### src/pkg/pcg_pkg.sv
// Notes on behaviour
// - gate bit zero stops that peripheral clock
// - gate bit one supplies that peripheral clock
// - all gate bits clear at reset
// - timer register gates two pairs, two channels
// - serial register gates two-wire bus, two ports
// - third register gates calendar and sync serial
// - fourth register gates six external interrupt inputs
package pcg_pkg;
  // register indices; byte address is four times the index
  localparam logic [29:0] IDX_TIMER = 30'h00000f74;
  localparam logic [29:0] IDX_SERIAL = 30'h00000f75;
  localparam logic [29:0] IDX_RTC_SIO = 30'h00000f76;
  localparam logic [29:0] IDX_EXT_IRQ = 30'h00000f77;
  // register selects inside the gate array
  localparam logic [1:0] SEL_TIMER = 2'h0;
  localparam logic [1:0] SEL_SERIAL = 2'h1;
  localparam logic [1:0] SEL_RTC_SIO = 2'h2;
  localparam logic [1:0] SEL_EXT_IRQ = 2'h3;
  // every gate register clears to this
  localparam logic [7:0] GATE_RESET = 8'h00;
  // ahb encodings
  localparam logic [1:0] HRESP_OKAY = 2'h0;
  localparam logic [31:0] RDATA_ZERO = 32'h00000000;
  // field positions
  localparam logic [2:0] POS_TMR_A0 = 3'h0;
  localparam logic [2:0] POS_TMR_A1 = 3'h1;
  localparam logic [2:0] POS_PAIR_A = 3'h4;
  localparam logic [2:0] POS_PAIR_B = 3'h5;
  localparam logic [2:0] POS_ASYNC0 = 3'h0;
  localparam logic [2:0] POS_ASYNC1 = 3'h1;
  localparam logic [2:0] POS_TWO_WIRE = 3'h4;
  localparam logic [2:0] POS_SYNC_SER = 3'h0;
  localparam logic [2:0] POS_CALENDAR = 3'h4;
  // gated clock map, entry g = register select and bit position
  localparam int NUM_GATES = 15;
  localparam logic [14:0][1:0] GATE_SEL = {
    SEL_EXT_IRQ, SEL_EXT_IRQ, SEL_EXT_IRQ, SEL_EXT_IRQ, SEL_EXT_IRQ, SEL_EXT_IRQ,
    SEL_RTC_SIO, SEL_RTC_SIO,
    SEL_SERIAL, SEL_SERIAL, SEL_SERIAL,
    SEL_TIMER, SEL_TIMER, SEL_TIMER, SEL_TIMER};
  localparam logic [14:0][2:0] GATE_POS = {
    3'h5, 3'h4, 3'h3, 3'h2, 3'h1, 3'h0,
    POS_CALENDAR, POS_SYNC_SER,
    POS_TWO_WIRE, POS_ASYNC1, POS_ASYNC0,
    POS_PAIR_B, POS_PAIR_A, POS_TMR_A1, POS_TMR_A0};
endpackage

### src/hdl/pcg_clock_gate.sv
// Our own choice: the AHB-Lite register port.
`timescale 1ns/1ps
// peripheral clock gating registers behind an ahb-lite slave
module pcg_clock_gate
  import pcg_pkg::*;
(
  // clock and reset
  input wire logic hclk,
  input wire logic hresetn,
  // ahb-lite slave port
  input wire logic hsel,
  input wire logic [31:0] haddr,
  input wire logic [1:0] htrans,
  input wire logic hwrite,
  input wire logic [2:0] hsize,
  input wire logic [31:0] hwdata,
  input wire logic hready,
  output logic [31:0] hrdata,
  output logic hreadyout,
  output logic [1:0] hresp,
  // timer clock enables
  output logic timer_a_ch0_clock_on,
  output logic timer_a_ch1_clock_on,
  output logic timer_pair_a_clock_on,
  output logic timer_pair_b_clock_on,
  // serial clock enables
  output logic async_port_0_clock_on,
  output logic async_port_1_clock_on,
  output logic two_wire_bus_clock_on,
  // calendar and synchronous serial enables
  output logic sync_serial_clock_on,
  output logic calendar_clock_on,
  // external interrupt input enables
  output logic ext_irq0_clock_on,
  output logic ext_irq1_clock_on,
  output logic ext_irq2_clock_on,
  output logic ext_irq3_clock_on,
  output logic ext_irq4_clock_on,
  output logic ext_irq5_clock_on
);
  typedef struct packed {
    logic [3:0][7:0] gate; // the four clock gate registers
    logic wr_pend; // write waiting for its data phase
    logic [1:0] wr_sel; // register of that pending write
    logic [31:0] rdata; // read data for the data phase
    logic ready; // hreadyout
    logic [1:0] resp; // hresp
  } pcg_state_t;

  pcg_state_t cur_reg;
  pcg_state_t cur_next;
  logic take; // address phase accepted this cycle
  logic hit; // address phase names a gate register
  logic [1:0] sel; // which gate register
  logic [NUM_GATES-1:0] ce_vec; // registered enables from the cells

  // address decode on the word index; everything else is unmapped
  always_comb begin
    hit = 1'b1;
    sel = SEL_TIMER;
    case (haddr[31:2])
      IDX_TIMER: begin
        sel = SEL_TIMER;
      end
      IDX_SERIAL: begin
        sel = SEL_SERIAL;
      end
      IDX_RTC_SIO: begin
        sel = SEL_RTC_SIO;
      end
      IDX_EXT_IRQ: begin
        sel = SEL_EXT_IRQ;
      end
      default: begin
        hit = 1'b0; // unmapped: reads zero, writes dropped
      end
    endcase
  end

  // bus slave and register file
  always_comb begin
    take = hsel && htrans[1] && hready;
    cur_next = cur_reg;
    cur_next.ready = 1'b1; // zero wait states, always
    cur_next.resp = HRESP_OKAY;
    cur_next.wr_pend = 1'b0;
    // data phase of an earlier write; all eight bits store, spare ones too
    if (cur_reg.wr_pend) begin
      cur_next.gate[cur_reg.wr_sel] = hwdata[7:0];
    end
    if (take && hwrite && hit) begin
      cur_next.wr_pend = 1'b1;
      cur_next.wr_sel = sel;
    end
    // read data taken from the next value so a write just ahead is seen
    if (take && !hwrite) begin
      if (hit) begin
        cur_next.rdata = {24'h000000, cur_next.gate[sel]};
      end else begin
        cur_next.rdata = RDATA_ZERO;
      end
    end
  end

  // the one state register
  always_ff @(posedge hclk or negedge hresetn) begin
    if (!hresetn) begin
      cur_reg.gate <= {4{GATE_RESET}};
      cur_reg.wr_pend <= 1'b0;
      cur_reg.wr_sel <= SEL_TIMER;
      cur_reg.rdata <= RDATA_ZERO;
      cur_reg.ready <= 1'b1;
      cur_reg.resp <= HRESP_OKAY;
    end else begin
      cur_reg <= cur_next;
    end
  end

  assign hrdata = cur_reg.rdata;
  assign hreadyout = cur_reg.ready;
  assign hresp = cur_reg.resp;

  // one enable cell per gated peripheral, picked from the map
  // the enable lags the register by one cycle; peripherals see a clean edge
  generate
    for (genvar g = 0; g < NUM_GATES; g++) begin : gen_gate
      pcg_gate_cell u_pcg_gate_cell (
        .hclk(hclk),
        .hresetn(hresetn),
        .enable_in(cur_reg.gate[GATE_SEL[g]][GATE_POS[g]]),
        .clock_on(ce_vec[g])
      );
    end
  endgenerate

  // named outputs straight from the cell flip-flops
  assign timer_a_ch0_clock_on = ce_vec[0];
  assign timer_a_ch1_clock_on = ce_vec[1];
  assign timer_pair_a_clock_on = ce_vec[2];
  assign timer_pair_b_clock_on = ce_vec[3];
  assign async_port_0_clock_on = ce_vec[4];
  assign async_port_1_clock_on = ce_vec[5];
  assign two_wire_bus_clock_on = ce_vec[6];
  assign sync_serial_clock_on = ce_vec[7];
  assign calendar_clock_on = ce_vec[8];
  assign ext_irq0_clock_on = ce_vec[9];
  assign ext_irq1_clock_on = ce_vec[10];
  assign ext_irq2_clock_on = ce_vec[11];
  assign ext_irq3_clock_on = ce_vec[12];
  assign ext_irq4_clock_on = ce_vec[13];
  assign ext_irq5_clock_on = ce_vec[14];

  chk_reset_all_clear: assert property (@(posedge hclk) disable iff (!hresetn)
    $rose(hresetn) |-> (cur_reg.gate == 32'h00000000) && (ce_vec == 15'h0000))
    else $error("gate registers not clear after reset");

  chk_timer_write: assert property (@(posedge hclk) disable iff (!hresetn)
    (cur_reg.wr_pend && cur_reg.wr_sel == SEL_TIMER) |=> cur_reg.gate[0] == $past(hwdata[7:0]))
    else $error("timer gate register did not take write");

  chk_serial_write: assert property (@(posedge hclk) disable iff (!hresetn)
    (cur_reg.wr_pend && cur_reg.wr_sel == SEL_SERIAL) |=> cur_reg.gate[1] == $past(hwdata[7:0]))
    else $error("serial gate register did not take write");

  chk_rtc_sio_write: assert property (@(posedge hclk) disable iff (!hresetn)
    (cur_reg.wr_pend && cur_reg.wr_sel == SEL_RTC_SIO) |=> cur_reg.gate[2] == $past(hwdata[7:0]))
    else $error("calendar and sync serial register did not take write");

  chk_ext_irq_write: assert property (@(posedge hclk) disable iff (!hresetn)
    (cur_reg.wr_pend && cur_reg.wr_sel == SEL_EXT_IRQ) |=> cur_reg.gate[3] == $past(hwdata[7:0]))
    else $error("external interrupt gate register did not take write");

  chk_timer_readback: assert property (@(posedge hclk) disable iff (!hresetn)
    (take && !hwrite && haddr[31:2] == IDX_TIMER && !cur_reg.wr_pend)
      |=> hrdata == {24'h000000, $past(cur_reg.gate[0])})
    else $error("timer gate register read back wrong");

  chk_calendar_follow: assert property (@(posedge hclk) disable iff (!hresetn)
    cur_reg.gate[2][POS_CALENDAR] ##1 cur_reg.gate[2][POS_CALENDAR] |-> calendar_clock_on)
    else $error("calendar enable not following its bit");

  chk_irq5_stops: assert property (@(posedge hclk) disable iff (!hresetn)
    !cur_reg.gate[3][5] |=> !ext_irq5_clock_on)
    else $error("interrupt input 5 enable on while gated off");
endmodule

### src/hdl/pcg_gate_cell.sv
`timescale 1ns/1ps
// one synchronous clock enable for one peripheral
module pcg_gate_cell
  import pcg_pkg::*;
(
  // clock and reset
  input wire logic hclk,
  input wire logic hresetn,
  // gate bit from the register file
  input wire logic enable_in,
  // registered enable towards the peripheral
  output logic clock_on
);
  typedef struct packed {
    logic on; // enable seen by the peripheral
  } pcg_cell_state_t;

  pcg_cell_state_t cur_reg;
  pcg_cell_state_t cur_next;

  // an enable, not a gated clock: no combinational path can make a runt edge
  always_comb begin
    cur_next = cur_reg;
    cur_next.on = enable_in;
  end

  // register the enable on the system clock only
  always_ff @(posedge hclk or negedge hresetn) begin
    if (!hresetn) begin
      cur_reg <= '0;
    end else begin
      cur_reg <= cur_next;
    end
  end

  assign clock_on = cur_reg.on;

  chk_off_stops_clock: assert property (@(posedge hclk) disable iff (!hresetn)
    !enable_in |=> !clock_on)
    else $error("clock enable still on after gate bit cleared");

  chk_on_supplies_clock: assert property (@(posedge hclk) disable iff (!hresetn)
    enable_in |=> clock_on)
    else $error("clock enable missing after gate bit set");

  chk_no_runt_enable: assert property (@(posedge hclk) disable iff (!hresetn)
    $changed(clock_on) |-> clock_on == $past(enable_in))
    else $error("clock enable changed without a cause");
endmodule

### config.mk
export PLATFORM = sky130hd
export DESIGN_NAME = pcg_clock_gate
export DESIGN_NICKNAME = d
export VERILOG_FILES = /design/src/pkg/pcg_pkg.sv /design/src/hdl/pcg_clock_gate.sv /design/src/hdl/pcg_gate_cell.sv
export SDC_FILE = /design/constraint.sdc
export NUM_CORES = 1
export LEC_CHECK = 0
export BUFFER_PORTS_ARGS = -buffer_cell sky130_fd_sc_hd__clkbuf_2
export CAP_MARGIN = 20
export CORE_MARGIN = 8
export CORE_UTILIZATION = 40
export CTS_CLUSTER_DIAMETER = 150
export DETAILED_ROUTE_END_ITERATION = 7
export PLACE_DENSITY = 0.7
export SLEW_MARGIN = 20
export SYNTH_ARGS = -nofsm -noshare
export SYNTH_HDL_FRONTEND = slang
export SYNTH_SLANG_ARGS = --single-unit
export TNS_END_PERCENT = 5
### constraint.sdc
create_clock -name hclk -period 5.6 [get_ports hclk]
set_clock_uncertainty 0.2 [all_clocks]
set_input_delay 0.84 -clock hclk [delete_from_list [all_inputs] [get_ports hclk]]
set_output_delay 0.84 -clock hclk [all_outputs]
set_load 0.01 [all_outputs]
==> results.yml <==
clocking:
  root_buffer: "clkbuf_8"
  cts.sinks: 58
  h-tree-depth: 3
  numCtsBuffers: 9
  clockBufferDepth: 2
  postCtsHoldBufs: 0
  worstSkewPairLatency_ps: 340
  postCtsSetupBuffers: 0
  cts_tree: "yes"
  clkTransAtPathRegs_ps: 60
  cts_resized: 0
routing:
  remaining_drc_errors: 0
  antenna_left: 0
  drt-wirelength-per-cell_um: 16.1
  wirelength_um: 6110
  via_count: 1928
  drt-initial-drc-count: 97
  via_per_inst: 5.09
  first_pass_iters: 4
setup_path:
  r2r_end: "hrdata[3]"
  ff2ff_path_depth: 4
  slowest_stage: "nor3_2"
  ff2ff_setup_slack_ps: 3230
  end_kind: "register"
  worstPathCellList: "clkbuf_2, nand4b_1, nor3_2, o31ai_1, o21ai_0"
  critPathBufInv: 1
  cp.arrival_ps: 2640
  cp-start-kind: "input pin"
  critPathKind: "input pin to register"
  required_ps: 5660
  critPathMaxFanout: 9
  critical_path.top_delay_family: "simple AND/OR/NAND/NOR gates"
  cpPeakStageDelay_ps: 760
  r2r-start: "cur_reg[35]"
placement:
  place_ws_ps: 2670
  dp_cells: 363
  port_buffers: 66
  finalWeightedCongestion: 0.788
  dpl.hpwl_um: 4410
run:
  cap_viol_max_count: 0
global_route:
  grt_pass1_vias: 2017
  grt.overflow.total: 0
  antenna_found_initial: 0
  grt_max_degree: 59
  grt_pass1_wl_um: 9680
  grt_usage: 0.129
synthesis:
  yosysTopAreaCell: "dfrtp_1"
  synth_top_area_frac: 0.526
  synth.ff_latch_count: 58
  synth-seq-area-share: 0.526
  async_flop_share: 1.00
  synth_area_mm2: 0.00276
  syn_inst: 232
  synthDistinctLibCells: 42
  synth_area_leaders: "dfrtp_1, mux2_2, buf_4, nand2_1, mux2i_1"
  yosys_warnings: 0
  ys.flop_type: "dfrtp_1"
  avgSynthCellArea_um2: 11.9
  synth_edf_count: 0
die:
  die_x_um: 99.1
  die_h_um: 99.1
  initial_core_util: 0.411
  fp-row-count: 30
  pin_count: 124
  fp.dieArea_mm2: 0.00981
  core_area_mm2: 0.00672
finish:
  instances_no_fill: 379
  nNetsFinal: 368
  final_common_cell: "clkbuf_2"
  largest_reg_flops: 35
  area_growth_pct: 17.8
  diodes: 0
  final_cell_mix: "clkbuf_2, dfrtp_1, mux2_2"
  drive_gt1_frac: 0.398
timing:
  finalSetupViolCount: 0
  period_minus_slack_ps: 2580
  fmax_ghz: 0.388
  tns_ps: 0
  hold_violations: 0
  setup_ws_ps: 3020
  tightest_slew_ps: 737
  maxSlewViolCount: 0
  period_share: 0.461
  rsz0062_at_grt: "false"
  max_slew_margin: 0.506
worst_hold_path:
  hold_path_class: "register to register"
  min_path_cells: 0
  whs_endpoint: "gen_gate[13].u_pcg_gate_cell.clock_on"
  min_from: "cur_reg[66]"
power_and_ir_drop:
  power_leakage_nw: 1.65
  p_comb_frac: 0.065
  p_int_mw: 0.771
  sw_frac_of_total: 0.210
  clkPwrFrac: 0.494
  ir_drop_mv: 0.111
  p_per_area_mw_per_mm2: 300
  seqPwrFrac: 0.441
  p_switching_mw: 0.205
outcome:
  status: "completed"
[Yosys cell counts (3+ instances only)]
| library cell | instances |
|---|---|
| dfrtp_1 | 58 |
| nand4_1 | 5 |
| mux2_2 | 30 |
| nor2_1 | 9 |
| buf_4 | 36 |
| nand2_1 | 24 |
| clkbuf_1 | 3 |
| a22oi_1 | 4 |
| nor4_1 | 3 |
| a21oi_1 | 4 |
| a32o_1 | 6 |
| mux2i_1 | 7 |
| and3b_1 | 3 |
| nand2b_1 | 5 |
[through the flow]
stage / power [mW] / utilization / cell area (µm²) / hold WS [ps]
final: 0.976 / 0.484 / 3250 / 168
after floorplan: 0.481 / - / 2850 / 149
after global routing: 1.01 / 0.484 / 3250 / 180
after detailed placement: 0.501 / 0.446 / 3000 / 157
after CTS: 0.983 / 0.484 / 3250 / 169
after global placement: 0.500 / 0.446 / 3000 / 151
[worst register-to-register path, cell delays in order (launching register included)]
cell      delay (ps)
dfrtp_1          530
nor3b_4          580
nor2_1           240
a2111o_1         460
a32o_1           250
[power groups by stage]
stage | combinational (mW) | sequential [mW] | clock (mW)
global route | 0.0705 | 0.431 | 0.510
detailed placement | 0.0628 | 0.439 | 0
finish | 0.0631 | 0.431 | 0.482
CTS | 0.0630 | 0.431 | 0.489
floorplan | 0.0416 | 0.440 | 0
global placement | 0.0618 | 0.438 | 0
[worst max path at each step]
| stage | start | endpoint | slack, ps | depth (start not counted) |
|---|---|---|---|---|
| 5_1_grt | hwrite | hrdata[6] | 2920 | 5 |
| 6_report | hwrite | hrdata[6] | 3020 | 5 |
| 4_1_cts | haddr[15] | hrdata[7] | 3020 | 6 |
| 3_3_place_gp | haddr[15] | hrdata[7] | 2680 | 6 |
| 2_1_floorplan | haddr[15] | hrdata[2] | 3170 | 6 |
| 3_5_place_dp | haddr[15] | hrdata[7] | 2670 | 6 |
[cell families after synthesis]
family          synth area share
compound gates            0.0803
mux                        0.148
simple gates               0.132
buf+inv                    0.108
xor+xnor                 0.00318
other cells              0.00272
flops                      0.526
[cell type report]
| class | count | area (µm²) |
|---|---|---|
| repair buffers | 67 | 338 |
| multi-input cells | 156 | 1100 |
| clock inverters | 5 | 100 |
| fillers | 600 | 3470 |
| clock buffers | 11 | 151 |
| well taps | 80 | 100 |
| flip-flops and latches | 58 | 1450 |
| inverters | 2 | 7.51 |
[layer usage]
metal | global-route usage | vias up | part of all wire | wire length [µm]
met3 | 0.0451 | 11 | 0.067 | 409
met2 | 0.205 | 85 | 0.48 | 2940
li1 | - | 890 | - | -
met4 | 0.0792 | 0 | 0.019 | 117
met1 | 0.145 | 942 | 0.43 | 2640
met5 | 0 | - | 0 | 0
Power figures use the tool's default switching activity.
